### src/rtl/clockgen_cfg_pkg.sv
// constants and types for the clock generator configuration registers
package clockgen_cfg_pkg;

    // ****************************************
    // register addresses on the control port
    // ****************************************
    localparam int          ADDR_W                = 6;
    localparam logic [5:0]  CLOCK_GEN_OUTPUT_CONTROL_ADDR          = 6'h3b;
    localparam logic [5:0]  ALTERNATE_MEDIUM_INTERFACE_CONTROL_ADDR = 6'h3c;
    localparam logic [5:0]  LOOP_FILTER_GAIN_SELECT_ADDR           = 6'h3d;

    // ****************************************
    // field positions
    // ****************************************
    localparam int TX_CLOCK_OUT_ENABLE_BIT        = 3;
    localparam int FILTER_NODE_OBSERVE_ENABLE_BIT = 5;
    localparam int ALTERNATE_INTERFACE_ENABLE_BIT = 3;
    localparam int FILTER_SELECT_LSB              = 5;
    localparam int FILTER_SELECT_W                = 3;

    // ****************************************
    // reset values
    // ****************************************
    localparam logic [7:0] CLK_GEN_RESERVED_RESET = 8'h00;
    localparam logic [7:0] ALT_RESERVED_RESET     = 8'h00;
    localparam logic [7:0] GAIN_RESERVED_RESET    = 8'h00;
    localparam logic [7:0] UNMAPPED_READ_VALUE    = 8'h00;
    localparam logic [7:0] CLK_GEN_RESERVED_MASK  = 8'hd7;
    localparam logic [7:0] ALT_RESERVED_MASK   = 8'hf7;
    localparam logic [7:0] GAIN_RESERVED_MASK  = 8'h1f;

    // ****************************************
    // loop filter select codes
    // ****************************************
    localparam logic [2:0] FILTER_POSITION_ZERO_CODE  = 3'h6;
    localparam logic [2:0] FILTER_POSITION_ONE_CODE   = 3'h7;
    localparam logic [2:0] FILTER_POSITION_TWO_CODE   = 3'h0;
    localparam logic [2:0] FILTER_POSITION_THREE_CODE = 3'h1;
    localparam logic [2:0] FILTER_POSITION_FOUR_CODE  = 3'h2;

    // configuration bits that steer the rest of the device
    typedef struct packed {
        logic       tx_clock_out_enable;
        logic       filter_node_observe_enable;
        logic       alternate_interface_enable;
        logic [2:0] filter_select;
    } clock_cfg_t;

    // one control port access
    typedef struct packed {
        logic              wr;
        logic              rd;
        logic [ADDR_W-1:0] addr;
        logic [7:0]        wdata;
    } ctrl_access_t;

endpackage

### src/rtl/clockgen_altpmd_config_regs.sv
// clock generator, alternate medium and loop filter configuration registers
`timescale 1ns/100ps

module clockgen_altpmd_config_regs
#(
    // revision dependent reset choice; later parts pick their own filter
    parameter bit         EARLY_REVISION        = 1'b1,
    parameter logic [2:0] LATE_FILTER_RESET     = clockgen_cfg_pkg::FILTER_POSITION_TWO_CODE
)
(
    // clock and reset
    input  wire logic                             ref_clk,
    input  wire logic                             reset_n,
    // control port, synchronous to ref_clk
    input  wire clockgen_cfg_pkg::ctrl_access_t   ctrl_access,
    output logic      [7:0]                       ctrl_rdata_r,
    output logic                                  ctrl_rvalid_r,
    // configuration outputs
    output clockgen_cfg_pkg::clock_cfg_t          clock_cfg_r,
    output logic                                  tx_clock_outputs_en_r,
    output logic                                  loop_filter_diag_pin_en_r,
    output logic                                  alt_recv_clock_out_en_r,
    output logic                                  alt_recv_clock_in_en_r,
    // decoded loop filter position
    output logic      [2:0]                       filter_position_r,
    output logic                                  filter_code_legal_r
);
    import clockgen_cfg_pkg::*;

    // ****************************************
    // reset value of the filter select field
    // ****************************************
    // early parts come up on position two
    localparam logic [2:0] FILTER_RESET =
        EARLY_REVISION ? FILTER_POSITION_TWO_CODE : LATE_FILTER_RESET;

    clock_cfg_t  clock_cfg_nxt;
    logic [7:0]  ctrl_rdata_nxt;
    logic        ctrl_rvalid_nxt;
    logic        tx_clock_outputs_en_nxt;
    logic        loop_filter_diag_pin_en_nxt;
    logic        alt_recv_clock_out_en_nxt;
    logic        alt_recv_clock_in_en_nxt;

    // ****************************************
    // register image as software reads it
    // ****************************************
    function automatic logic [7:0] read_image
    (
        input logic [5:0] addr,
        input clock_cfg_t cfg
    );
        logic [7:0] img;
        img = UNMAPPED_READ_VALUE;
        case (addr)
            CLOCK_GEN_OUTPUT_CONTROL_ADDR:
            begin
                // reserved bits read their reset pattern
                img = CLK_GEN_RESERVED_RESET & CLK_GEN_RESERVED_MASK;
                img[TX_CLOCK_OUT_ENABLE_BIT]        = cfg.tx_clock_out_enable;
                img[FILTER_NODE_OBSERVE_ENABLE_BIT] = cfg.filter_node_observe_enable;
            end
            ALTERNATE_MEDIUM_INTERFACE_CONTROL_ADDR:
            begin
                img = ALT_RESERVED_RESET & ALT_RESERVED_MASK;
                img[ALTERNATE_INTERFACE_ENABLE_BIT] = cfg.alternate_interface_enable;
            end
            LOOP_FILTER_GAIN_SELECT_ADDR:
            begin
                img = GAIN_RESERVED_RESET & GAIN_RESERVED_MASK;
                img[FILTER_SELECT_LSB +: FILTER_SELECT_W] = cfg.filter_select;
            end
            default:
            begin
                img = UNMAPPED_READ_VALUE;
            end
        endcase
        return img;
    endfunction

    // ****************************************
    // read answers
    // ****************************************
    // a read in the same cycle as a write returns the old value
    always_comb
    begin
        ctrl_rvalid_nxt = ctrl_access.rd;
        ctrl_rdata_nxt  = ctrl_rdata_r;
        if (ctrl_access.rd)
        begin
            // reserved positions read their reset pattern
            ctrl_rdata_nxt = read_image(ctrl_access.addr, clock_cfg_r);
        end
    end

    always_ff @(posedge ref_clk or negedge reset_n)
    begin
        if (!reset_n)
        begin
            ctrl_rdata_r  <= 8'h00;
            ctrl_rvalid_r <= 1'b0;
        end
        else
        begin
            ctrl_rdata_r  <= ctrl_rdata_nxt;
            ctrl_rvalid_r <= ctrl_rvalid_nxt;
        end
    end

    // ****************************************
    // register writes
    // ****************************************
    always_comb
    begin
        clock_cfg_nxt = clock_cfg_r;
        if (ctrl_access.wr)
        begin
            // reserved positions are not stored, so a write-back cannot disturb them
            case (ctrl_access.addr)
                CLOCK_GEN_OUTPUT_CONTROL_ADDR:
                begin
                    clock_cfg_nxt.tx_clock_out_enable =
                        ctrl_access.wdata[TX_CLOCK_OUT_ENABLE_BIT];
                    clock_cfg_nxt.filter_node_observe_enable =
                        ctrl_access.wdata[FILTER_NODE_OBSERVE_ENABLE_BIT];
                end
                ALTERNATE_MEDIUM_INTERFACE_CONTROL_ADDR:
                begin
                    clock_cfg_nxt.alternate_interface_enable =
                        ctrl_access.wdata[ALTERNATE_INTERFACE_ENABLE_BIT];
                end
                LOOP_FILTER_GAIN_SELECT_ADDR:
                begin
                    clock_cfg_nxt.filter_select =
                        ctrl_access.wdata[FILTER_SELECT_LSB +: FILTER_SELECT_W];
                end
                default:
                begin
                    clock_cfg_nxt = clock_cfg_r;
                end
            endcase
        end
    end

    // ****************************************
    // pin enables follow the stored bits
    // ****************************************
    always_comb
    begin
        // clock outputs from the enable bit only
        // alternate enable does not touch the clock outputs
        tx_clock_outputs_en_nxt     = clock_cfg_nxt.tx_clock_out_enable;
        loop_filter_diag_pin_en_nxt = clock_cfg_nxt.filter_node_observe_enable;
        // extra receive clock output and input enables
        alt_recv_clock_out_en_nxt   = clock_cfg_nxt.alternate_interface_enable;
        alt_recv_clock_in_en_nxt    = clock_cfg_nxt.alternate_interface_enable;
    end

    // pins switch with the stored bits, no extra cycle
    always_ff @(posedge ref_clk or negedge reset_n)
    begin
        if (!reset_n)
        begin
            tx_clock_outputs_en_r     <= 1'b0;
            loop_filter_diag_pin_en_r <= 1'b0;
            alt_recv_clock_out_en_r   <= 1'b0;
            alt_recv_clock_in_en_r    <= 1'b0;
        end
        else
        begin
            tx_clock_outputs_en_r     <= tx_clock_outputs_en_nxt;
            loop_filter_diag_pin_en_r <= loop_filter_diag_pin_en_nxt;
            alt_recv_clock_out_en_r   <= alt_recv_clock_out_en_nxt;
            alt_recv_clock_in_en_r    <= alt_recv_clock_in_en_nxt;
        end
    end

    // ****************************************
    // stored configuration
    // ****************************************
    always_ff @(posedge ref_clk or negedge reset_n)
    begin
        if (!reset_n)
        begin
            clock_cfg_r.tx_clock_out_enable        <= 1'b0;
            clock_cfg_r.filter_node_observe_enable <= 1'b0;
            clock_cfg_r.alternate_interface_enable <= 1'b0;
            clock_cfg_r.filter_select              <= FILTER_RESET;
        end
        else
        begin
            clock_cfg_r <= clock_cfg_nxt;
        end
    end

    // ****************************************
    // filter position decode
    // ****************************************
    // decode lags the stored code by one cycle
    filter_position_decode u_filter_position_decode
    (
        .ref_clk             (ref_clk),
        .reset_n             (reset_n),
        .filter_select       (clock_cfg_r.filter_select),
        .filter_position_r   (filter_position_r),
        .filter_code_legal_r (filter_code_legal_r)
    );

endmodule

### src/rtl/filter_position_decode.sv
// registered decode of the loop filter select code into a position number
`timescale 1ns/100ps
module filter_position_decode
(
    // clock and reset
    input  wire logic       ref_clk,
    input  wire logic       reset_n,
    // select code in
    input  wire logic [2:0] filter_select,
    // decoded position out
    output logic      [2:0] filter_position_r,
    output logic            filter_code_legal_r
);
    import clockgen_cfg_pkg::*;

    logic [2:0] filter_position_nxt;
    logic       filter_code_legal_nxt;

    // ****************************************
    // code to position
    // ****************************************
    // five legal codes
    always_comb
    begin
        filter_code_legal_nxt = 1'b1;
        case (filter_select)
            FILTER_POSITION_ZERO_CODE:  filter_position_nxt = 3'h0;
            FILTER_POSITION_ONE_CODE:   filter_position_nxt = 3'h1;
            FILTER_POSITION_TWO_CODE:   filter_position_nxt = 3'h2;
            FILTER_POSITION_THREE_CODE: filter_position_nxt = 3'h3;
            FILTER_POSITION_FOUR_CODE:  filter_position_nxt = 3'h4;
            default:
            begin
                // unlisted codes keep the loop on position two
                filter_position_nxt   = 3'h2;
                filter_code_legal_nxt = 1'b0;
            end
        endcase
    end

    always_ff @(posedge ref_clk or negedge reset_n)
    begin
        if (!reset_n)
        begin
            filter_position_r   <= 3'h2;
            filter_code_legal_r <= 1'b1;
        end
        else
        begin
            filter_position_r   <= filter_position_nxt;
            filter_code_legal_r <= filter_code_legal_nxt;
        end
    end

endmodule

### config.mk
export PLATFORM = sky130hd
export DESIGN_NAME = clockgen_altpmd_config_regs
export DESIGN_NICKNAME = d
export VERILOG_FILES = /design/src/rtl/clockgen_cfg_pkg.sv /design/src/rtl/clockgen_altpmd_config_regs.sv /design/src/rtl/filter_position_decode.sv
export SDC_FILE = /design/constraint.sdc
export NUM_CORES = 1
export LEC_CHECK = 0
export ABC_CLOCK_PERIOD_IN_PS = 1980
export BUFFER_PORTS_ARGS = -buffer_cell sky130_fd_sc_hd__clkbuf_2
export CELL_PAD_IN_SITES_DETAIL_PLACEMENT = 0
export CELL_PAD_IN_SITES_GLOBAL_PLACEMENT = 1
export CORE_ASPECT_RATIO = 0.8
export CORE_MARGIN = 3
export CORE_UTILIZATION = 33
export CTS_CLUSTER_DIAMETER = 60
export DETAILED_ROUTE_END_ITERATION = 7
export GPL_ROUTABILITY_DRIVEN = 0
export MAX_ROUTING_LAYER = met4
export PLACE_DENSITY = 0.78
export SKIP_LAST_GASP = 1
export SYNTH_ARGS = -nofsm -noshare
export SYNTH_HDL_FRONTEND = slang
export SYNTH_HIERARCHICAL = 1
export SYNTH_SLANG_ARGS = --single-unit
### constraint.sdc
create_clock -name ref_clk -period 1.98 [get_ports ref_clk]
set_input_delay 0.099 -clock ref_clk [delete_from_list [all_inputs] [get_ports ref_clk]]
set_output_delay 0.099 -clock ref_clk [all_outputs]
set_load 0.05 [all_outputs]
==> results.yml, run 1 <==
status:
  status: "completed"
timing:
  post-route-period-util_pct: 58.4
  setup_viol: 0
  fin_skew_ns: 0.00186
  hold_viol: 0
  fin_tns_setup_ns: 0
  fmax_mhz: 864
  rsz0062_at_grt: "no"
  slew_violations: 0
  fin_crit_ns: 1.16
finish:
  final_core_util_pct: 45.3
  area_growth_pct: 24.1
  nFillCells: 188
  fin_area_sq_um: 896
  drive_gt1_share_pct: 53.3
  antenna_cells: 0
  nets: 111
clock_network:
  h-tree-depth: 1
  ctsResizeCount: 0
  cts_tree: "built"
  cts_hold_buf: 1
  tritoncts.num_buffers: 3
  cts.sinks: 15
  path_clk_slew_ns: 0.09
  cts.path.max_buffers: 2
  root_buffer: "clkbuf_4"
  postCtsSetupBuffers: 0
  clock_latency_ns: 0.27
job:
  maxCapViolations: 0
setup_path:
  worstSetupStartpointType: "register"
  worstPathRequired_ns: 1.88
  crit_chain: "clkbuf_2"
  arrival_ns: 1.06
  r2r_end: "ctrl_rdata_r[3]"
  critical_path.max_stage_delay_ns: 0.52
  critical_path.top_delay_family: "flip-flops"
  r2r_start: "clock_cfg_r[5]"
  r2r_slack_ns: 1.05
  crit_slowest_cell: "dfstp_2"
  worstSetupPathType: "register to output port"
  cp.depth: 1
  crit_buf_inv: 1
  crit_fanout: 1
  end_kind: "output port"
  ff2ff_path_depth: 2
min_path:
  hold_path.class: "input port to register"
  min_to: "ctrl_rvalid_r"
  whs_path_depth: 1
  hold_start: "ctrl_access[14]"
power_and_ir_drop:
  peakVddDrop_v: 0.000354
  total_power_mw: 0.813
  power_density_nw_per_um2: 908
  p_leak_nw: 0.457
route:
  drc: 0
  finalWirelength_um: 1480
  ant_nets: 0
  wl_per_cell_um: 12.7
  vias: 524
  first_pass_iters: 4
  drt_iter0_markers: 9
  viasPerCell: 4.52
place:
  portBuffers: 32
  dp_hpwl_um: 1200
  placed_cell_area_sq_um: 860
logic_synthesis:
  synth_cells: 61
  syn_area_per_cell_sq_um: 11.8
  ys_ff_latch: 15
  yosysWarnings: 6
  synth-seq-area-share_pct: 52.3
  synthesis.area_sq_um: 722
  netlist-cell-type-count: 23
floorplan:
  placementRows: 14
  start_util_pct: 36.5
  die-width_um: 58.3
  pin_count: 41
  die_area_sq_um: 2790
  design.core.area_sq_um: 1980
  die_h_um: 47.8
global_route:
  grt_pass1_wl_um: 2150
  antenna_found_initial: 0
  grt-ovfl-total: 0
  grt_pass1_vias: 480
  grt_max_degree: 16
  grt_use_total_pct: 11.0
## kinds of logic (layout without fill, tap and decap cells)
| logic type | count (synthesis) | after routing | synth area share, % |
|---|---|---|---|
| and+or+nand+nor | 17 | 17 | 16.3 |
| DFF | 15 | 15 | 52.3 |
| buffers and inverters | 14 | 42 | 11.4 |
| AOI/OAI and AO/OA | 8 | 8 | 7.45 |
| muxes | 6 | 6 | 12.0 |
| other | 1 | 4 | 0.519 |
## placed cells by master (no fill, tap or decap)
cell type / synthesis / final
clkbuf_2: 0 / 32
dfrtp_1: 13 / 13
mux2_4: 5 / 5
inv_1: 5 / 5
nand2_1: 5 / 5
o22ai_1: 4 / 4
conb_1: 1 / 4
clkbuf_4: 0 / 3
and3_4: 2 / 2
and3_1: 2 / 2
nand2b_1: 2 / 2
dfstp_2: 2 / 2
and4_4: 1 / 1
and2b_4: 1 / 1
nor2b_2: 1 / 1
a22oi_1: 1 / 1
nor3b_2: 1 / 1
a32oi_1: 1 / 1
nand3_1: 1 / 1
mux2_2: 1 / 1
clkbuf_1: 1 / 1
dlygate4sd3_1: 0 / 1
nor2_1: 1 / 1
o21ai_0: 1 / 1
o21a_1: 1 / 1
## where the power goes
group / internal (mW) / leakage [nW] / switching [mW]
sequential: 0.339 / 0.195 / 0.0265
combinational: 0.0701 / 0.247 / 0.209
clock: 0.0780 / 0.0150 / 0.0908
total: 0.487 / 0.457 / 0.326
## through the flow
stage | std cells | worst slack [ns] | hold slack, ns
after floorplan | 64 | 0.857 | -0.197
after global placement | 111 | 0.902 | 0.0214
after detailed placement | 111 | 0.874 | 0.0305
after CTS | 116 | 0.813 | 0.0347
after global routing | 116 | 0.777 | 0.0357
final | 116 | 0.823 | 0.0463
## routing by layer
metal / track usage [%] / wire (um) / up-vias
met5: - / 0 / -
li1: - / - / 257
met4: 5.56 / 0 / 0
met1: 12.7 / 635 / 247
met2: 18.3 / 748 / 20
met3: 2.43 / 94 / 0
## synth_stat cells (all sizes together)
cell    count  area (sq um)
a22oi       1          7.51
dfrtp      13           325
conb        1          3.75
nand2b      2          12.5
nor2b       1          8.76
a32oi       1          8.76
dfstp       2          52.6
and4        1          11.3
and2b       1          10.0
clkbuf      1          3.75
mux2        6          86.3
nand3       1          5.00
o21ai       1          5.00
buf         8          60.1
o22ai       4          25.0
nor3b       1          12.5
nor2        1          3.75
o21a        1          7.51
inv         5          18.8
nand2       5          18.8
and3        4          35.0
## state kept, by name, indices dropped and copies added (netlist names)
name and count:
clock_cfg_r 6, ctrl_rdata_r 4, u_filter_position_decode/filter_position_r 3, ctrl_rvalid_r 1, u_filter_position_decode/filter_code_legal_r 1
## worst max-delay path by stage
stage / startpoint / end / slack (ns)
6_report: u_filter_position_decode/filter_code_legal_r / filter_code_legal_r / 0.82
5_1_grt: u_filter_position_decode/filter_code_legal_r / filter_code_legal_r / 0.78
4_1_cts: u_filter_position_decode/filter_code_legal_r / filter_code_legal_r / 0.81
3_5_place_dp: ctrl_access[8] / clock_cfg_r[0] / 0.87
3_3_place_gp: ctrl_access[8] / clock_cfg_r[1] / 0.90
2_1_floorplan: clock_cfg_r[2] / u_filter_position_decode/filter_position_r[0] / 0.86
## layout make-up
class                   instances  area (sq um)  area share, %
flip-flops and latches         15           378           42.2
multi-input cells              35           273           30.4
repair buffers                 33           170           19.0
well taps                      24          30.0           3.35
clock buffers                   4          26.3           2.93
inverters                       5          18.8           2.09
Note: power is estimated with default switching activity, not from simulation.
==> run 2, diff against run 1 <==
--- a/config.mk
+++ b/config.mk
@@ -5,18 +5,19 @@
 export SDC_FILE = /design/constraint.sdc
 export NUM_CORES = 1
 export LEC_CHECK = 0
-export ABC_CLOCK_PERIOD_IN_PS = 1980
+export ABC_AREA = 1
+export ABC_CLOCK_PERIOD_IN_PS = 1050
 export BUFFER_PORTS_ARGS = -buffer_cell sky130_fd_sc_hd__clkbuf_2
 export CELL_PAD_IN_SITES_DETAIL_PLACEMENT = 0
 export CELL_PAD_IN_SITES_GLOBAL_PLACEMENT = 1
 export CORE_ASPECT_RATIO = 0.8
 export CORE_MARGIN = 3
-export CORE_UTILIZATION = 33
+export CORE_UTILIZATION = 26
 export CTS_CLUSTER_DIAMETER = 60
 export DETAILED_ROUTE_END_ITERATION = 7
 export GPL_ROUTABILITY_DRIVEN = 0
 export MAX_ROUTING_LAYER = met4
-export PLACE_DENSITY = 0.78
+export PLACE_DENSITY = 0.69
 export SKIP_LAST_GASP = 1
 export SYNTH_ARGS = -nofsm -noshare
 export SYNTH_HDL_FRONTEND = slang
==> constraint.sdc (replaced) <==
create_clock -name ref_clk -period 1.05 [get_ports ref_clk]
set_input_delay 0.0525 -clock ref_clk [delete_from_list [all_inputs] [get_ports ref_clk]]
set_output_delay 0.0525 -clock ref_clk [all_outputs]
set_load 0.05 [all_outputs]
==> results.yml, run 2 <==
clock_network:
  cts.sinks: 15
  clock_latency_ns: 0.28
  cts.path.max_buffers: 2
  h-tree-depth: 1
  root_buffer: "clkbuf_4"
  path_clk_slew_ns: 0.09
  tritoncts.num_buffers: 3
  cts_tree: "built"
logic_synthesis:
  synth_common_cells: "nand2_1 (28), dfrtp_1 (13), inv_1 (9), nand3_1 (9), buf_4 (8)"
  syn_area_per_cell_sq_um: 8.35
  yosysMostFrequentCell: "nand2_1"
  synthesis.area_sq_um: 734
  synth-simple-area-share_pct: 28.6
  synth-adder-area-share_pct: 0
  async_reset_ff_share_pct: 100
  netlist-cell-type-count: 15
  synth_edf_count: 0
  synth_cells: 88
  synth_top_family_by_area: "simple AND/OR/NAND/NOR gates"
  ys.flop_type: "dfrtp_1"
  synthMuxAreaShare_pct: 0
  synth_area_leader_cell: "dfrtp_1"
  synth_xor_area_share_pct: 0
  synth_top_area_share_pct: 44.3
  synthTopCellsByArea: "dfrtp_1 (44%), nand2_1 (14%), buf_4 (8.2%)"
  ys_ff_latch: 15
  synth-seq-area-share_pct: 51.4
  synth_compound_area_share_pct: 6.13
  yosysWarnings: 6
timing:
  fin_skew_ns: 0.000925
  setup_viol: 0
  rsz0062_at_grt: "yes"
  slew_violations: 0
  fin_tns_setup_ns: 0
  fmax_mhz: 986
  fin_crit_ns: 1.01
  hold_viol: 0
  post-route-period-util_pct: 96.6
min_path:
  whs_path_depth: 3
  hold_path.class: "input port to register"
  hold_start: "ctrl_access[3]"
  min_to: "clock_cfg_r[5]"
power_and_ir_drop:
  peakVddDrop_v: 0.000474
  p_leak_nw: 0.572
  power_density_nw_per_um2: 1570
finish:
  area_growth_pct: 41.6
  mostFrequentLayoutCell: "nand2_1"
  drive_gt1_share_pct: 40.5
  regMostFlops: "clock_cfg_r"
  nFillCells: 290
  final_core_util_pct: 40.6
  final_cell_mix: "nand2_1 (28), clkbuf_2 (20), inv_1 (9), nand3_1 (9), dfrtp_1 (9)"
  multi_input_area_sq_um: 270
  area.sequential_sq_um: 383
  largest_reg_flops: 6
  antenna_cells: 0
  nets: 145
  reg_top3: "clock_cfg_r (6), ctrl_rdata_r (4), u_filter_position_decode/filter_position_r (3)"
setup_path:
  crit_buf_inv: 1
  crit_fanout: 1
  r2r_slack_ns: 0.21
  crit_slowest_cell: "dfstp_2"
  critical_path.top_delay_family: "flip-flops"
  r2r_start: "clock_cfg_r[2]"
  end_kind: "output port"
  crit_chain: "buf_8"
  ff2ff_path_depth: 3
  critical_path.max_stage_delay_ns: 0.54
  worstSetupPathType: "register to output port"
  worstPathRequired_ns: 1.00
  worstSetupStartpointType: "register"
  r2r_end: "clock_cfg_r[2]"
  arrival_ns: 0.96
place:
  portBuffers: 32
  dp_hpwl_um: 1200
status:
  status: "completed"
global_route:
  grt_pass1_vias: 587
  grt_max_degree: 16
  grt_pass1_wl_um: 2550
  antenna_found_initial: 0
  grt_use_total_pct: 10.1
  grt-ovfl-total: 0
floorplan:
  start_util_pct: 28.7
  die-width_um: 65.4
  pin_count: 41
  placementRows: 16
  die_h_um: 53.5
  design.core.area_sq_um: 2560
  die_area_sq_um: 3500
route:
  ant_nets: 0
  viasPerCell: 3.90
  first_pass_iters: 4
  drc: 0
  finalWirelength_um: 1510
  vias: 632
  drt_iter0_markers: 49
  wl_per_cell_um: 9.31
job:
  maxCapViolations: 0
==> run 2: changes by cell type in the layout (fill, tap and decap cells not counted), moves of 3 or more <==
cell	previous run	this run
nand3_1	1	9
dlygate4sd3_1	1	5
inv_1	5	9
dfrtp_2	0	4
o21ai_0	1	6
nand2_1	5	28
buf_4	0	7
o22ai_1	4	0
clkbuf_4	3	7
dfrtp_1	13	9
mux2_4	5	0
o21ai_1	0	3
clkbuf_2	32	20
==> run 2: worst max path at each step <==
stage / depth (start not counted) / start / slack, ns / to
detailed placement: 1 / clock_cfg_r[2] / 0.21 / clock_cfg_r[2]
floorplan: 3 / clock_cfg_r[1] / 0.005 / u_filter_position_decode/filter_position_r[0]
global placement: 1 / clock_cfg_r[2] / 0.20 / clock_cfg_r[2]
finish: 1 / u_filter_position_decode/filter_code_legal_r / 0.04 / filter_code_legal_r
CTS: 1 / clock_cfg_r[2] / 0.0008 / clock_cfg_r[2]
global route: 1 / u_filter_position_decode/filter_code_legal_r / -0.01 / filter_code_legal_r
==> run 2: logic make-up (layout without fill, tap and decap cells) <==
group           count (synthesis)  count (layout)
other cells                     1               4
buf+inv                        18              53
compound gates                  9               9
flops                          15              15
simple gates                   45              45
==> run 2: repair_timing <==
item | 4_1_cts | 5_1_grt
pin swaps | 0 | 0
resized for setup | 17 | 9
setup buffers | 0 | 2
endpoints found under the hold margin | 20 | 0
setup endpoints to repair | 12 | 9
hold buffers | 5 | 0
==> run 2: metal layers <==
layer / share of wire [%] / track usage [%]
met3: 8.5 / 4.38
met2: 44 / 14.5
met4: 0.93 / 4.14
met1: 47 / 12.5
met5: 0 / -
==> run 2: cell type report <==
| class | instances | share of cell area (%) |
|---|---|---|
| Clock inverter | 1 | 0.481 |
| Timing Repair Buffer | 39 | 26.6 |
| Sequential cell | 15 | 36.8 |
| Clock buffer | 3 | 2.17 |
| Tap cell | 36 | 4.33 |
| Multi-Input combinational cell | 58 | 26.0 |
| Inverter | 10 | 3.61 |
==> run 2: stage by stage <==
step / instances / total power, mW / area, sq um / worst slack [ns] / hold slack [ns]
final: 162 / 1.63 / 1040 / 0.0357 / 0.0231
after global routing: 162 / 1.74 / 1040 / -0.0119 / 0.0193
after CTS: 160 / 1.63 / 1020 / 0.000825 / 0.0165
after detailed placement: 151 / 1.23 / 891 / 0.207 / -0.0127
after global placement: 151 / 1.22 / 891 / 0.204 / -0.0138
after floorplan: 91 / 1.13 / 746 / 0.00454 / -0.243
==> run 2: power breakdown <==
part           internal [mW]  switching (mW)
Sequential             0.648          0.0550
Combinational          0.185           0.422
Clock                  0.141           0.183
